**src/hw/bit_ops_pkg.sv**
```systemverilog
// shared constants and types for the bit and shift execution block
package bit_ops_pkg;

	// ==========================================================
	// bus and register map
	localparam int DATA_W = 32;
	localparam int ADDR_W = 8;
	localparam logic [7:0] CMD_OFS = 8'h00;
	localparam logic [7:0] STATUS_OFS = 8'h04;
	localparam logic [7:0] STACK_OFS = 8'h08;
	localparam logic [7:0] IO_BASE = 8'h40;
	localparam logic [7:0] WREG_BASE = 8'h80;
	localparam int IO_COUNT = 8;
	localparam int WREG_COUNT = 32;
	localparam int STACK_DEPTH = 16;

	// ==========================================================
	// command word fields
	localparam int CMD_OP_LSB = 0;
	localparam int CMD_REG_LSB = 8;
	localparam int CMD_BIT_LSB = 16;
	localparam int CMD_IO_LSB = 24;

	// ==========================================================
	// stack control word fields
	localparam int STK_BUSY_BIT = 16;
	localparam int STK_ERR_BIT = 17;

	// ==========================================================
	// status register flag positions and reset values
	localparam int FLAG_C = 0;
	localparam int FLAG_Z = 1;
	localparam int FLAG_N = 2;
	localparam int FLAG_V = 3;
	localparam int FLAG_S = 4;
	localparam int FLAG_H = 5;
	localparam int FLAG_T = 6;
	localparam int FLAG_I = 7;
	localparam logic [7:0] STATUS_RST = 8'h00;
	localparam logic [7:0] IO_RST = 8'h00;
	localparam logic [7:0] WREG_RST = 8'h00;

	// ==========================================================
	// operations
	typedef enum logic [4:0] {
		OP_NONE = 5'h00,
		OP_PUSH = 5'h01,
		OP_POP = 5'h02,
		OP_IO_BIT_RAISE = 5'h03,
		OP_IO_BIT_LOWER = 5'h04,
		OP_SHIFT_LEFT_LOGICAL = 5'h05,
		OP_SHIFT_RIGHT_LOGICAL = 5'h06,
		OP_ROTATE_LEFT_CARRY = 5'h07,
		OP_ROTATE_RIGHT_CARRY = 5'h08,
		OP_SHIFT_RIGHT_ARITH = 5'h09,
		OP_NIBBLE_SWAP = 5'h0A,
		OP_STATUS_BIT_RAISE = 5'h0B,
		OP_STATUS_BIT_LOWER = 5'h0C,
		OP_REG_BIT_TO_T = 5'h0D,
		OP_T_TO_REG_BIT = 5'h0E,
		OP_CARRY_RAISE = 5'h0F,
		OP_CARRY_LOWER = 5'h10,
		OP_NEGATIVE_RAISE = 5'h11,
		OP_NEGATIVE_LOWER = 5'h12,
		OP_ZERO_RAISE = 5'h13,
		OP_ZERO_LOWER = 5'h14,
		OP_IRQ_GLOBAL_ON = 5'h15,
		OP_IRQ_GLOBAL_OFF = 5'h16,
		OP_SIGN_FLAG_RAISE = 5'h17,
		OP_SIGN_FLAG_LOWER = 5'h18,
		OP_OVERFLOW_RAISE = 5'h19,
		OP_OVERFLOW_LOWER = 5'h1A,
		OP_T_FLAG_RAISE = 5'h1B,
		OP_T_FLAG_LOWER = 5'h1C,
		OP_HALF_CARRY_RAISE = 5'h1D
	} op_e;

	typedef enum logic [1:0] {
		ST_IDLE = 2'b00,
		ST_POP = 2'b01
	} state_e;

	typedef struct packed {
		logic [4:0] io_idx;
		logic [2:0] bit_idx;
		logic [4:0] reg_idx;
		op_e op;
	} cmd_s;

	typedef struct packed {
		logic [7:0] value;
		logic carry;
		logic carry_we;
	} shift_res_s;

endpackage

```
**src/hw/bit_ops_core.sv**
```systemverilog
// bit, shift and flag execution block with its register port
//
// The register addresses and the address-and-strobe port were chosen for this implementation.
`timescale 1ns/1ps

// Overview of operation
// - a push copies a working register onto the stack and a pop loads one back from it.
// - io bit raise and lower force one addressed io register bit and leave the rest alone.
// - logical left shift fills bit 0 with zero, logical right shift fills bit 7 with zero.
// - left rotate through carry feeds carry into bit 0 and old bit 7 into carry.
// - right rotate through carry feeds carry into bit 7 and old bit 0 into carry.
// - arithmetic right shift moves bits down while bit 7 keeps its value.
// - nibble swap exchanges the upper and lower four bits at once.
// - generic status bit raise and lower act on the flag named by an index.
// - register bit to T copies the chosen bit of a working register into T.
// - T to register bit copies T into the chosen bit and leaves the others unchanged.
// - dedicated operations raise and lower the carry flag and the negative flag.
// - dedicated operations raise and lower the zero flag.
// - dedicated operations switch the global interrupt enable on and off.
// - dedicated operations raise and lower the sign flag and the overflow flag.
// - dedicated operations raise and lower T, and one raises the half carry flag.
module bit_ops_core
	import bit_ops_pkg::*;
#(
	parameter int STK_DEPTH = STACK_DEPTH
) (
	// clock and reset
	input wire logic mclk_i,
	input wire logic rst_i,
	// register port
	input wire logic [ADDR_W-1:0] addr_i,
	input wire logic [DATA_W-1:0] wdata_i,
	input wire logic wr_i,
	input wire logic rd_i,
	output logic [DATA_W-1:0] rdata_o,
	// block state
	output logic [7:0] status_register_o,
	output logic [IO_COUNT*8-1:0] io_data_o,
	output logic busy_o
);

	localparam int SP_W = $clog2(STK_DEPTH + 1);
	localparam int SA_W = $clog2(STK_DEPTH);
	localparam logic [SP_W-1:0] SP_FULL = SP_W'(STK_DEPTH);
	localparam logic [SP_W-1:0] SP_ONE = SP_W'(1);

	// ==========================================================
	// decoding helpers
	function automatic logic in_window(input logic [7:0] a, input logic [7:0] base, input int count);
		return (int'(a) >= int'(base)) && (int'(a) < int'(base) + count * 4) && (a[1:0] == 2'b00);
	endfunction

	// dedicated and generic flag operations: hit, flag index, new value
	function automatic logic [4:0] flag_op(input cmd_s c);
		case (c.op)
			OP_STATUS_BIT_RAISE: return {1'b1, c.bit_idx, 1'b1};
			OP_STATUS_BIT_LOWER: return {1'b1, c.bit_idx, 1'b0};
			OP_CARRY_RAISE: return {1'b1, 3'(FLAG_C), 1'b1};
			OP_CARRY_LOWER: return {1'b1, 3'(FLAG_C), 1'b0};
			OP_NEGATIVE_RAISE: return {1'b1, 3'(FLAG_N), 1'b1};
			OP_NEGATIVE_LOWER: return {1'b1, 3'(FLAG_N), 1'b0};
			OP_ZERO_RAISE: return {1'b1, 3'(FLAG_Z), 1'b1};
			OP_ZERO_LOWER: return {1'b1, 3'(FLAG_Z), 1'b0};
			OP_IRQ_GLOBAL_ON: return {1'b1, 3'(FLAG_I), 1'b1};
			OP_IRQ_GLOBAL_OFF: return {1'b1, 3'(FLAG_I), 1'b0};
			OP_SIGN_FLAG_RAISE: return {1'b1, 3'(FLAG_S), 1'b1};
			OP_SIGN_FLAG_LOWER: return {1'b1, 3'(FLAG_S), 1'b0};
			OP_OVERFLOW_RAISE: return {1'b1, 3'(FLAG_V), 1'b1};
			OP_OVERFLOW_LOWER: return {1'b1, 3'(FLAG_V), 1'b0};
			OP_T_FLAG_RAISE: return {1'b1, 3'(FLAG_T), 1'b1};
			OP_T_FLAG_LOWER: return {1'b1, 3'(FLAG_T), 1'b0};
			OP_HALF_CARRY_RAISE: return {1'b1, 3'(FLAG_H), 1'b1};
			default: return 5'h00;
		endcase
	endfunction

	// ==========================================================
	// state
	logic [7:0] wreg_reg [WREG_COUNT];
	logic [7:0] io_reg [IO_COUNT];
	logic [7:0] status_register_reg;
	logic [SP_W-1:0] sp_reg;
	logic stk_err_reg;
	state_e state_reg;
	logic [4:0] pop_idx_reg;
	logic [DATA_W-1:0] rdata_reg;

	cmd_s cmd_w;
	logic fire_w;
	logic [7:0] opnd_w;
	logic [4:0] flag_w;
	logic push_ok_w;
	logic pop_ok_w;
	logic [7:0] pop_data_w;
	shift_res_s shift_w;
	logic wreg_hit_w;
	logic io_hit_w;

	// a command written while a pop finishes is dropped, busy_o warns software
	assign cmd_w = '{
		io_idx: wdata_i[CMD_IO_LSB +: 5],
		bit_idx: wdata_i[CMD_BIT_LSB +: 3],
		reg_idx: wdata_i[CMD_REG_LSB +: 5],
		op: op_e'(wdata_i[CMD_OP_LSB +: 5])
	};
	assign fire_w = wr_i && (addr_i == CMD_OFS) && (state_reg == ST_IDLE);
	assign opnd_w = wreg_reg[cmd_w.reg_idx];
	assign flag_w = flag_op(cmd_w);
	assign push_ok_w = fire_w && (cmd_w.op == OP_PUSH) && (sp_reg != SP_FULL);
	assign pop_ok_w = fire_w && (cmd_w.op == OP_POP) && (sp_reg != '0);
	assign wreg_hit_w = in_window(addr_i, WREG_BASE, WREG_COUNT);
	assign io_hit_w = in_window(addr_i, IO_BASE, IO_COUNT);

	shift_unit u_shift (
		.op_i(cmd_w.op),
		.opnd_i(opnd_w),
		.carry_i(status_register_reg[FLAG_C]),
		.res_o(shift_w)
	);

	stack_mem #(
		.WIDTH(8),
		.DEPTH(STK_DEPTH)
	) u_stack (
		.mclk_i(mclk_i),
		.we_i(push_ok_w),
		.waddr_i(sp_reg[SA_W-1:0]),
		.wdata_i(opnd_w),
		.raddr_i(SA_W'(sp_reg - SP_ONE)),
		.rdata_o(pop_data_w)
	);

	// ==========================================================
	// sequencer: only a pop takes a second cycle
	always_ff @(posedge mclk_i) begin
		if (rst_i) begin
			state_reg <= ST_IDLE;
			pop_idx_reg <= 5'h00;
		end else begin
			case (state_reg)
				ST_IDLE: begin
					if (pop_ok_w) begin
						state_reg <= ST_POP;
						pop_idx_reg <= cmd_w.reg_idx;
					end
				end
				ST_POP: begin
					state_reg <= ST_IDLE;
				end
				default: begin
					state_reg <= ST_IDLE;
				end
			endcase
		end
	end

	// ==========================================================
	// stack pointer and error flag
	always_ff @(posedge mclk_i) begin
		if (rst_i) begin
			sp_reg <= '0;
			stk_err_reg <= 1'b0;
		end else begin
			if (push_ok_w) begin
				sp_reg <= sp_reg + SP_ONE;
			end else if (pop_ok_w) begin
				sp_reg <= sp_reg - SP_ONE;
			end
			// refused push or pop sets the error; the set beats a clear
			if (fire_w && ((cmd_w.op == OP_PUSH && !push_ok_w) || (cmd_w.op == OP_POP && !pop_ok_w))) begin
				stk_err_reg <= 1'b1;
			end else if (wr_i && addr_i == STACK_OFS && wdata_i[STK_ERR_BIT]) begin
				stk_err_reg <= 1'b0;
			end
		end
	end

	// ==========================================================
	// working registers
	always_ff @(posedge mclk_i) begin
		if (rst_i) begin
			for (int i = 0; i < WREG_COUNT; i++) begin
				wreg_reg[i] <= WREG_RST;
			end
		end else if (state_reg == ST_POP) begin
			wreg_reg[pop_idx_reg] <= pop_data_w;
		end else if (fire_w) begin
			case (cmd_w.op)
				OP_SHIFT_LEFT_LOGICAL, OP_SHIFT_RIGHT_LOGICAL, OP_ROTATE_LEFT_CARRY,
				OP_ROTATE_RIGHT_CARRY, OP_SHIFT_RIGHT_ARITH, OP_NIBBLE_SWAP: begin
					wreg_reg[cmd_w.reg_idx] <= shift_w.value;
				end
				OP_T_TO_REG_BIT: begin
					wreg_reg[cmd_w.reg_idx][cmd_w.bit_idx] <= status_register_reg[FLAG_T];
				end
				default: begin
				end
			endcase
		end else if (wr_i && wreg_hit_w) begin
			wreg_reg[addr_i[6:2]] <= wdata_i[7:0];
		end
	end

	// ==========================================================
	// io registers
	always_ff @(posedge mclk_i) begin
		if (rst_i) begin
			for (int i = 0; i < IO_COUNT; i++) begin
				io_reg[i] <= IO_RST;
			end
		end else if (fire_w && cmd_w.op == OP_IO_BIT_RAISE) begin
			io_reg[cmd_w.io_idx[2:0]][cmd_w.bit_idx] <= 1'b1;
		end else if (fire_w && cmd_w.op == OP_IO_BIT_LOWER) begin
			io_reg[cmd_w.io_idx[2:0]][cmd_w.bit_idx] <= 1'b0;
		end else if (wr_i && io_hit_w) begin
			io_reg[addr_i[4:2]] <= wdata_i[7:0];
		end
	end

	// ==========================================================
	// status register
	always_ff @(posedge mclk_i) begin
		if (rst_i) begin
			status_register_reg <= STATUS_RST;
		end else if (fire_w && flag_w[4]) begin
			status_register_reg[flag_w[3:1]] <= flag_w[0];
		end else if (fire_w && cmd_w.op == OP_REG_BIT_TO_T) begin
			status_register_reg[FLAG_T] <= opnd_w[cmd_w.bit_idx];
		end else if (fire_w && shift_w.carry_we) begin
			status_register_reg[FLAG_C] <= shift_w.carry;
		end else if (wr_i && addr_i == STATUS_OFS) begin
			status_register_reg <= wdata_i[7:0];
		end
	end

	// ==========================================================
	// read port, data one cycle after the strobe
	always_ff @(posedge mclk_i) begin
		if (rst_i) begin
			rdata_reg <= '0;
		end else if (rd_i) begin
			rdata_reg <= '0;
			if (addr_i == STATUS_OFS) begin
				rdata_reg[7:0] <= status_register_reg;
			end else if (addr_i == STACK_OFS) begin
				rdata_reg[SP_W-1:0] <= sp_reg;
				rdata_reg[STK_BUSY_BIT] <= (state_reg != ST_IDLE);
				rdata_reg[STK_ERR_BIT] <= stk_err_reg;
			end else if (io_hit_w) begin
				rdata_reg[7:0] <= io_reg[addr_i[4:2]];
			end else if (wreg_hit_w) begin
				rdata_reg[7:0] <= wreg_reg[addr_i[6:2]];
			end
		end
	end

	assign rdata_o = rdata_reg;
	assign status_register_o = status_register_reg;
	assign busy_o = (state_reg != ST_IDLE);

	for (genvar g = 0; g < IO_COUNT; g++) begin : g_io
		assign io_data_o[g*8 +: 8] = io_reg[g];
	end

	// ==========================================================
	// checks
	property p_sll;
		@(posedge mclk_i) disable iff (rst_i)
		fire_w && cmd_w.op == OP_SHIFT_LEFT_LOGICAL |=> wreg_reg[$past(cmd_w.reg_idx)] == {$past(opnd_w[6:0]), 1'b0};
	endproperty
	a_sll: assert property (p_sll) else $error("left shift result wrong");

	property p_srl;
		@(posedge mclk_i) disable iff (rst_i)
		fire_w && cmd_w.op == OP_SHIFT_RIGHT_LOGICAL |=> wreg_reg[$past(cmd_w.reg_idx)] == {1'b0, $past(opnd_w[7:1])};
	endproperty
	a_srl: assert property (p_srl) else $error("right shift result wrong");

	property p_rol;
		@(posedge mclk_i) disable iff (rst_i)
		fire_w && cmd_w.op == OP_ROTATE_LEFT_CARRY |=> status_register_reg[FLAG_C] == $past(opnd_w[7])
			&& wreg_reg[$past(cmd_w.reg_idx)][0] == $past(status_register_reg[FLAG_C]);
	endproperty
	a_rol: assert property (p_rol) else $error("left rotate carry wrong");

	property p_ror;
		@(posedge mclk_i) disable iff (rst_i)
		fire_w && cmd_w.op == OP_ROTATE_RIGHT_CARRY |=> status_register_reg[FLAG_C] == $past(opnd_w[0])
			&& wreg_reg[$past(cmd_w.reg_idx)][7] == $past(status_register_reg[FLAG_C]);
	endproperty
	a_ror: assert property (p_ror) else $error("right rotate carry wrong");

	property p_asr;
		@(posedge mclk_i) disable iff (rst_i)
		fire_w && cmd_w.op == OP_SHIFT_RIGHT_ARITH |=> wreg_reg[$past(cmd_w.reg_idx)][7:6] == {2{$past(opnd_w[7])}};
	endproperty
	a_asr: assert property (p_asr) else $error("arithmetic shift lost sign");

	property p_swap;
		@(posedge mclk_i) disable iff (rst_i)
		fire_w && cmd_w.op == OP_NIBBLE_SWAP |=> wreg_reg[$past(cmd_w.reg_idx)] == {$past(opnd_w[3:0]), $past(opnd_w[7:4])};
	endproperty
	a_swap: assert property (p_swap) else $error("nibble swap wrong");

	property p_status_bit;
		@(posedge mclk_i) disable iff (rst_i)
		fire_w && cmd_w.op == OP_STATUS_BIT_RAISE |=> status_register_reg[$past(cmd_w.bit_idx)] == 1'b1;
	endproperty
	a_status_bit: assert property (p_status_bit) else $error("indexed flag not raised");

	property p_bit_to_t;
		@(posedge mclk_i) disable iff (rst_i)
		fire_w && cmd_w.op == OP_REG_BIT_TO_T |=> status_register_reg[FLAG_T] == $past(opnd_w[cmd_w.bit_idx]);
	endproperty
	a_bit_to_t: assert property (p_bit_to_t) else $error("T copy wrong");

	property p_irq_off;
		@(posedge mclk_i) disable iff (rst_i)
		fire_w && cmd_w.op == OP_IRQ_GLOBAL_OFF |=> !status_register_o[FLAG_I] && $stable(status_register_o[6:0]);
	endproperty
	a_irq_off: assert property (p_irq_off) else $error("interrupt enable not cleared");

	property p_pop;
		@(posedge mclk_i) disable iff (rst_i)
		pop_ok_w |=> busy_o ##1 !busy_o && wreg_reg[$past(pop_idx_reg)] == $past(pop_data_w);
	endproperty
	a_pop: assert property (p_pop) else $error("pop did not load register");

endmodule

```
**src/hw/stack_mem.sv**
```systemverilog
// small stack memory with registered read data
`timescale 1ns/1ps
module stack_mem #(
	parameter int WIDTH = 8,
	parameter int DEPTH = 16
) (
	// clock
	input wire logic mclk_i,
	// write port
	input wire logic we_i,
	input wire logic [$clog2(DEPTH)-1:0] waddr_i,
	input wire logic [WIDTH-1:0] wdata_i,
	// read port
	input wire logic [$clog2(DEPTH)-1:0] raddr_i,
	output logic [WIDTH-1:0] rdata_o
);

	logic [WIDTH-1:0] mem_reg [DEPTH];

	always_ff @(posedge mclk_i) begin
		if (we_i) begin
			mem_reg[waddr_i] <= wdata_i;
		end
	end

	// read every cycle; caller picks the cycle it needs
	always_ff @(posedge mclk_i) begin
		rdata_o <= mem_reg[raddr_i];
	end

endmodule

```
**src/hw/shift_unit.sv**
```systemverilog
// single-operand shift, rotate and nibble swap datapath
`timescale 1ns/1ps
module shift_unit
	import bit_ops_pkg::*;
(
	// operation and operands
	input wire op_e op_i,
	input wire logic [7:0] opnd_i,
	input wire logic carry_i,
	// result
	output shift_res_s res_o
);

	always_comb begin
		res_o.value = opnd_i;
		res_o.carry = carry_i;
		res_o.carry_we = 1'b0;
		case (op_i)
			OP_SHIFT_LEFT_LOGICAL: begin
				res_o.value = {opnd_i[6:0], 1'b0};
			end
			OP_SHIFT_RIGHT_LOGICAL: begin
				res_o.value = {1'b0, opnd_i[7:1]};
			end
			OP_ROTATE_LEFT_CARRY: begin
				res_o.value = {opnd_i[6:0], carry_i};
				res_o.carry = opnd_i[7];
				res_o.carry_we = 1'b1;
			end
			OP_ROTATE_RIGHT_CARRY: begin
				res_o.value = {carry_i, opnd_i[7:1]};
				res_o.carry = opnd_i[0];
				res_o.carry_we = 1'b1;
			end
			OP_SHIFT_RIGHT_ARITH: begin
				res_o.value = {opnd_i[7], opnd_i[7:1]};
			end
			OP_NIBBLE_SWAP: begin
				res_o.value = {opnd_i[3:0], opnd_i[7:4]};
			end
			default: begin
				res_o.value = opnd_i;
			end
		endcase
	end

endmodule

```
**config.mk**
```make
export PLATFORM = sky130hd
export DESIGN_NAME = bit_ops_core
export DESIGN_NICKNAME = d
export VERILOG_FILES = /design/src/hw/bit_ops_pkg.sv /design/src/hw/bit_ops_core.sv /design/src/hw/stack_mem.sv /design/src/hw/shift_unit.sv
export SDC_FILE = /design/constraint.sdc
export NUM_CORES = 1
export LEC_CHECK = 0
export ABC_AREA = 1
export BUFFER_PORTS_ARGS = -buffer_cell sky130_fd_sc_hd__buf_2
export CELL_PAD_IN_SITES_DETAIL_PLACEMENT = 1
export CELL_PAD_IN_SITES_GLOBAL_PLACEMENT = 2
export CORE_MARGIN = 4
export CORE_UTILIZATION = 33
export DETAILED_ROUTE_END_ITERATION = 6
export HOLD_SLACK_MARGIN = 0.08
export PLACE_DENSITY = 0.78
export SETUP_SLACK_MARGIN = 0.02
export SYNTH_ARGS = -nofsm -noshare
export SYNTH_HDL_FRONTEND = slang
export SYNTH_HIERARCHICAL = 1
export SYNTH_SLANG_ARGS = --single-unit
export TNS_END_PERCENT = 50
```
**constraint.sdc**
```tcl
create_clock -name mclk_i -period 3 [get_ports mclk_i]
set_input_delay 0.3 -clock mclk_i [delete_from_list [all_inputs] [get_ports mclk_i]]
set_output_delay 0.3 -clock mclk_i [all_outputs]
set_load 0.02 [all_outputs]
```
== Word level (Yosys, flattened, before mapping) ==
Memory sizes are Yosys's and may differ from the RTL's. A register that Yosys moved wholly into a read port is not among the register bits.
Index checks and enable logic that the tools add are counted.

* Add/subtract/negate cells: 2
* $mul: 0
* Divide/modulo/power cells: 0
* Order comparisons: 7
* Eq/ne operators: 36
* Shift operators: 0
* Mux-type cells: 93
* Bitwise operators: 17
* Reduce and logical (&&, ||, !) cells: 47

{| class="wikitable"
|+ Operators by type and width
! kind !! number
|-
| two-way mux 8 bit || 17
|-
| case mux 5 bit (17 select lines) || 1
|-
| == test 5 bit (second input constant) || 14
|-
| two-way mux 1 bit || 56
|-
| case mux 8 bit (6 select lines) || 1
|-
| == test 5 x 4 -> 1 bit (second input constant) || 8
|-
| OR reduction 8 bit || 5
|-
| two-way mux 5 bit || 6
|-
| logical AND 1 bit || 24
|-
| == test 5 x 3 -> 1 bit (second input constant) || 4
|-
| OR 1 bit || 16
|-
| == test 5 x 2 -> 1 bit (second input constant) || 2
|-
| two-way mux 3 bit || 3
|-
| bitwise mux 8 bit || 1
|-
| == test 8 x 3 -> 1 bit (second input constant) || 1
|-
| == test 8 x 4 -> 1 bit (second input constant) || 1
|-
| greater-or-equal comparator 8 x 7 -> 1 bit (second input constant) || 1
|-
| greater-or-equal comparator 8 bit (second input constant) || 1
|-
| zero test 8 bit || 1
|-
| less-than comparator 3 x 4 -> 1 bit (second input constant) || 2
|-
| less-than comparator 8 x 7 -> 1 bit (second input constant) || 1
|-
| two-way mux 7 bit || 1
|-
| demux 1 bit (select 3 bit) || 2
|-
| greater-or-equal comparator 3 x 1 -> 1 bit (second input constant) || 2
|-
| 22 further kinds || 31
|}

* Register bits after elaboration: 30
* Bits in latches: 0
* Bits in writable memories: 448
* ROM bits: 0
* Input port bits: 44
* Logic and storage cells: 213
* Memories kept: 3

{| class="wikitable"
|+ Memories
! memory !! depth !! bits a word !! read ports !! clocked after memory_dff !! write ports !! line !! RTL
|-
| wreg_reg || 32 || 8 || 2 || 0 || 32 || bit_ops_core.sv:79 || <nowiki>logic [7:0] wreg_reg [WREG_COUNT];</nowiki>
|-
| u_stack.mem_reg || 16 || 8 || 1 || 1 || 1 || stack_mem.sv:18 || <nowiki>logic [WIDTH-1:0] mem_reg [DEPTH];</nowiki>
|-
| io_reg || 8 || 8 || 9 || 0 || 8 || bit_ops_core.sv:80 || <nowiki>logic [7:0] io_reg [IO_COUNT];</nowiki>
|}

== Depth between registers and ports, before layout ==
Gate-level depths: netlist of run 1.

* Word-level depth: 12
* Gate-level depth with buffers: 20
* Depth with buffers taken out: 17

== Hierarchy ==
The synthesis of run 1 kept the hierarchy.

{| class="wikitable"
|+ By module, submodules not included
! module !! times used !! cells an instance !! area an instance (um^2) !! seq. area each (um^2)
|-
| bit_ops_core || 1 || 3112 || 22525.4 || 10209.8
|-
| stack_mem || 1 || 551 || 5766.8 || 4003.8
|-
| shift_unit || 1 || 126 || 620.6 || 0.0
|}

== Worst setup path before layout of run 1 ==
Ideal clock, no wire load.

* Kind: input port to flip-flop
* From: input port wdata_i[9]
* To: memory wreg_reg[11][5], data pin
* Setup time: 0.257 ns
* Arrival: 2.781 ns
* Data required time: 2.743 ns
* Path slack: -0.038 ns
* Stages on the path: 19
* Cells stage by stage: clkbuf_1 > inv_1 > buf_2 > buf_1 > nand3_1 > nand3_1 > nand2_1 > nand2_1 > nand3_1 > and2_1 > nand4_1 > nand2_1 > nor2_1 > nand3_1 > o21ai_0 > a21oi_1 > mux2i_1 > buf_2 > nor2_1

{| class="wikitable"
|+ RTL lines
! what !! line !! RTL
|-
| start: declaration || bit_ops_core.sv:32 || <nowiki>input wire logic [DATA_W-1:0] wdata_i,</nowiki>
|-
| end: declaration || bit_ops_core.sv:79 ||
|}

==> reports/results.tsv, run 1 <==
metric	value	unit
outcome	finished clean	
die_h	304.0	µm
synth_edf_count	448	
numCtsBuffers	59	
clockBufferDepth	3	
worstMarginPinSlew	877.3	ps
powerDensity	496.5	nW/µm²
min_period	2779	ps
place_hpwl	73400	µm
max_freq	359.9	MHz
track_usage	24.12	%
die_w	304.0	µm
grt_use_met3	3.013	%
rsz0062_at_grt	true	
hold_violations	0	
grt_overflow_total	0	
setup_tns	0	ps
clk_pin_slew_worst_paths	60	ps
pin_count	149	
regToRegStartpoint	wreg_reg[9][6]	
synth_top_area_share	46.53	%
ir_drop	0.0004529	V
clkLatencyLatePin	670	ps
port-buffer-count	113	
final_core_util	39.58	%
grt_max_degree	157	
finalMaxSlewViolations	0	
regArea	14210	µm²
synth.yosys.warnings	6	
area_growth	18.93	%
yosys_most_used_dff	edfxtp_1	
crit_type	flip-flop to flip-flop	
nets	3978	
hp-start	wdata_i[6]	
first_iter_violations	2022	
synthesis.area	28910	µm²
hold_path.class	primary input to flip-flop	
fillCellCount	10565	
antenna_found_initial	2	
drc	0	
critPathLaunch	wreg_reg[9][6]	
std_cell_rows	108	
avgSynthCellArea	7.631	µm²
crit_arrival	3170	ps
synthArstFlopShare	0	%
coreArea	86890	µm²
multiInputGateArea	12690	µm²
dieArea	92410	µm²
setup_viol	0	
start_kind	flip-flop	
cp_max_fo	16	
cts_num_sinks	486	
start_util	33.28	%
detail_route.vias_per_cell	5.427	
drt_first_pass_iters	5	
largest_register_ff_count	256	
synth_top_cell_by_area	edfxtp_1	
leakagePower	14.36	nW
synth-seq-cells	486	
cts_tree	built	
grt_pass1_wl	174200	µm
yosysSeqAreaShare	49.16	%
synthCells	3789	
grtUsageMet2	41.89	%
synthDistinctLibCells	47	
fin_crit_sh	92.62	%
drive_gt1_share	13.84	%
routabilityCongestion	0.8675	
cp-end-kind	flip-flop	
maxCapViolations	0	
gr-usage-met1	31.19	%
ant_nets	0	
synthTopCellsByArea	edfxtp_1 (47%), nand2_1 (15%), nand3_1 (12%), nor2_1 (6.7%), dfxtp_1 (2.6%)	
via_count	27878	
root_buffer	clkbuf_16	
whs	135.0	ps
cp.required	3390	ps
totalWireLength	115400	µm
busiest_layer	met2	
htree_levels	2	
wl_per_cell	22.47	µm
relSlewSlack	41.51	%
worst_clock_skew	35.16	ps
grt_pass1_vias	28788	
-- critical path, stage by stage, from the launching register on --
cell,delay (ps)
edfxtp_1,410
nand2_1,90
nand3_1,70
nand3_1,90
nand2_1,80
nand2_1,150
nand3_4,130
and2_1,210
buf_12,140
nand3_1,70
nand2_1,50
nor2_1,90
nand3_1,70
o21ai_0,170
a21oi_1,130
a21oi_4,180
buf_12,140
clkbuf_16,190
nor2_1,60
-- power breakdown --
| group | switching, W | internal, W | total (W) |
|---|---|---|---|
| Clock | 0.00311 | 0.00434 | 0.00745 |
| Combinational | 0.00134 | 0.000581 | 0.00192 |
| Sequential | 0.000105 | 0.00759 | 0.00770 |
| Total | 0.00456 | 0.0125 | 0.0171 |
-- timing repair --
item	in CTS	in global routing
setup endpoints to repair	0	512
buffers inserted	0	2
hold buffers	3	0
endpoints found under the hold margin	11	0
resized for setup	0	24
-- cells in the mapped netlist (12+ instances only) --
master,n
nor2_1,515
dfxtp_1,38
a21oi_1,96
nand2_1,1150
o21ai_0,130
o21ai_1,17
nand3_1,689
clkbuf_1,152
edfxtp_1,448
buf_4,27
inv_1,166
buf_2,90
nor3_1,18
nor2_2,12
nand4_1,41
inv_2,18
o211ai_1,41
buf_6,21
buf_1,16
-- cell usage in the layout (no fill, tap or decap), types with 88 or more instances in the layout --
| cell | n |
|---|---|
| a21oi_1 | 88 |
| buf_2 | 111 |
| buf_4 | 185 |
| edfxtp_1 | 448 |
| inv_1 | 160 |
| nand2_1 | 1150 |
| nand3_1 | 684 |
| nor2_1 | 514 |
| o21ai_0 | 130 |
-- cell families (layout without fill, tap and decap cells) --
kind of cell	after synthesis	count (layout)	share of synthesized area [%]
AO/OA/AOI/OAI	329	329	6.608
XOR/XNOR	4	4	0.1212
adder cells (fa/ha/maj)	3	3	0.1298
buffers and inverters	498	668	7.751
flip-flops	486	486	49.16
multiplexers	2	2	0.06924
other	1	24	0.01297
AND/OR/NAND/NOR	2466	2466	36.15
-- final cells by class --
| class | instances | area share [%] |
|---|---|---|
| Sequential cell | 486 | 41.33 |
| Multi-Input combinational cell | 2826 | 36.91 |
| Timing Repair Buffer | 366 | 9.635 |
| Clock buffer | 67 | 4.439 |
| Tap cell | 1155 | 4.203 |
| Inverter | 192 | 2.129 |
| Clock inverter | 43 | 1.332 |
| Antenna cell | 2 | 0.01455 |
-- metrics by stage --
stage | instance area (µm²) | setup WS [ps] | total power [W] | cells
2_1_floorplan | 29000 | 85.50 | 0.008850 | 3810
3_3_place_gp | 32170 | -366.6 | 0.009699 | 5017
3_5_place_dp | 32170 | -409.9 | 0.009721 | 5017
4_1_cts | 34190 | 112.7 | 0.01718 | 5130
5_1_grt | 34380 | 11.81 | 0.01765 | 5136
6_report | 34390 | 221.3 | 0.01707 | 5137
-- final timing paths --
path | to | slack, ps | cells after the start
worst min-delay path | status_register_o[6] | 140 | 5
worst max register to register | wreg_reg[10][2] | 220 | 18
worst max-delay path | wreg_reg[10][2] | 220 | 18
worst min register to register | rdata_o[3] | 460 | 2
-- routing by layer --
metal,wire length [µm],part of all wire [%],vias up
met4,3387,2.9,0
met3,6833,5.9,191
met5,0,0,-
met1,48890,42,13894
met2,56300,49,832
li1,-,-,12961
No activity file was read; power rests on OpenSTA's default activity.
==> run 2, diff against run 1 <==
CORE_ASPECT_RATIO = 0.9   (was default)
==> run 2 against run 1 <==
  * Count of clock-buffer cells in the layout up 11
  * Register-to-register slack worse by 50 ps
  * Via count down 0.51%
  * Flip-flop and latch count unchanged
  * Core utilization down 0.45 points
==> reports/results.tsv, run 2 (synthesis gave the netlist of run 1 again) <==
metric	value	unit
grt_overflow_total	0	
rrSetupSlack	180	ps
hold_violations	0	
track_usage	24.37	%
worst_clock_skew	18.36	ps
maxCapViolations	0	
clkLatencyLatePin	640	ps
dp_slack	-230.3	ps
die_w	320.0	µm
clockBufferDepth	3	
powerDensity	481.8	nW/µm²
area_growth	16.93	%
setup_viol	0	
nets	3956	
max_freq	354.1	MHz
place_hpwl	73110	µm
htree_levels	2	
cp.required	3390	ps
die_h	288.8	µm
root_buffer	clkbuf_16	
drt_first_pass_iters	5	
totalWireLength	115000	µm
dieArea	92420	µm²
fillCellCount	10516	
relSlewSlack	14.37	%
routabilityCongestion	0.8396	
antenna_found_initial	3	
std_cell_rows	102	
detail_route.vias_per_cell	5.446	
crit_type	flip-flop to flip-flop	
crit_arrival	3210	ps
rsz0062_at_grt	false	
port-buffer-count	113	
coreArea	86400	µm²
ir_drop	0.0004411	V
worstMarginPinSlew	1284	ps
fin_ws	175.9	ps
finalMaxSlewViolations	0	
final_cell_mix	nand2_1 (1150), nand3_1 (689), nor2_1 (514)	
post-cts-setup-buffers	0	
grt_pass1_vias	28171	
largest_register_ff_count	256	
grt_pass1_wl	173500	µm
start_kind	flip-flop	
place_area	32060	µm²
fin_area	33810	µm²
fin_crit_sh	94.14	%
hold_path.class	primary input to flip-flop	
via_count	27737	
setup_tns	0	ps
first_iter_violations	2080	
drc	0	
min_period	2824	ps
cp_max_fo	32	
cts_tree	built	
drive_gt1_share	12.87	%
grt_max_degree	214	
clk_pin_slew_worst_paths	60	ps
final_common_cell	nand2_1	
start_util	33.46	%
cts_num_sinks	486	
pin_count	149	
wl_per_cell	22.59	µm
leakagePower	14.09	nW
cp-end-kind	flip-flop	
outcome	finished clean	
numCtsBuffers	56	
ant_nets	0	
whs	153.2	ps
run 2: routing by layer:
| metal | vias up | GRT usage [%] | wire [µm] |
|---|---|---|---|
| met2 | 760 | 40.63 | 54010 |
| met1 | 13901 | 32.61 | 50180 |
| li1 | 12899 | - | - |
| met4 | 2 | 7.161 | 3259 |
| met5 | - | 0 | 12 |
| met3 | 175 | 4.190 | 7572 |
run 2: area by class of cell:
class	count	area, µm²	area share (%)
diodes	1	2.502	0.007402
clock buffers	78	1607	4.752
clock inverters	19	120.1	0.3553
inverters	192	732.0	2.165
multi-input cells	2826	12630	37.37
flip-flops and latches	486	14210	42.04
well taps	1144	1431	4.234
repair buffers	347	3068	9.075
run 2: timing repair:
action,4_1_cts,5_1_grt
endpoints found under the setup margin,0,491
hold buffers,1,0
resized for setup,0,7
endpoints found under the hold margin,8,0
run 2: power breakdown:
group / leakage [nW] / internal, W / total (W) / switching [W]
registers: 4.71 / 0.00759 / 0.00770 / 0.000104
logic: 8.53 / 0.000576 / 0.00192 / 0.00134
clock network: 0.844 / 0.00371 / 0.00668 / 0.00296
total: 14.1 / 0.0119 / 0.0163 / 0.00441
run 2: path summary, 6_finish.rpt:
| kind | start | to | cells after the start |
|---|---|---|---|
| min | wdata_i[6] | status_register_o[6] | 5 |
| max | wreg_reg[29][5] | wreg_reg[16][4] | 16 |
| min reg2reg | rdata_o[3] | rdata_o[3] | 2 |
| max reg2reg | wreg_reg[29][5] | wreg_reg[16][4] | 16 |
run 2: stage by stage:
step / utilization, % / cells / total power [W]
after floorplan: - / 3810 / 0.008850
after global placement: 37.10 / 4994 / 0.009700
after detailed placement: 37.10 / 4994 / 0.009728
after CTS: 39.11 / 5092 / 0.01645
after global routing: 39.13 / 5092 / 0.01686
final: 39.13 / 5093 / 0.01629
run 2: critical path, cell delays in order (launching register included):
cell,delay [ps]
edfxtp_1,410
nand2_1,90
nand3_1,100
nand3_1,100
nand2_1,90
nand2_1,70
nand3_1,150
and2_1,310
nand4_1,150
nand2_1,70
nor2_1,100
nand3_1,60
o21ai_0,180
a21oi_1,150
a21oi_2,210
buf_12,220
nor2_1,70
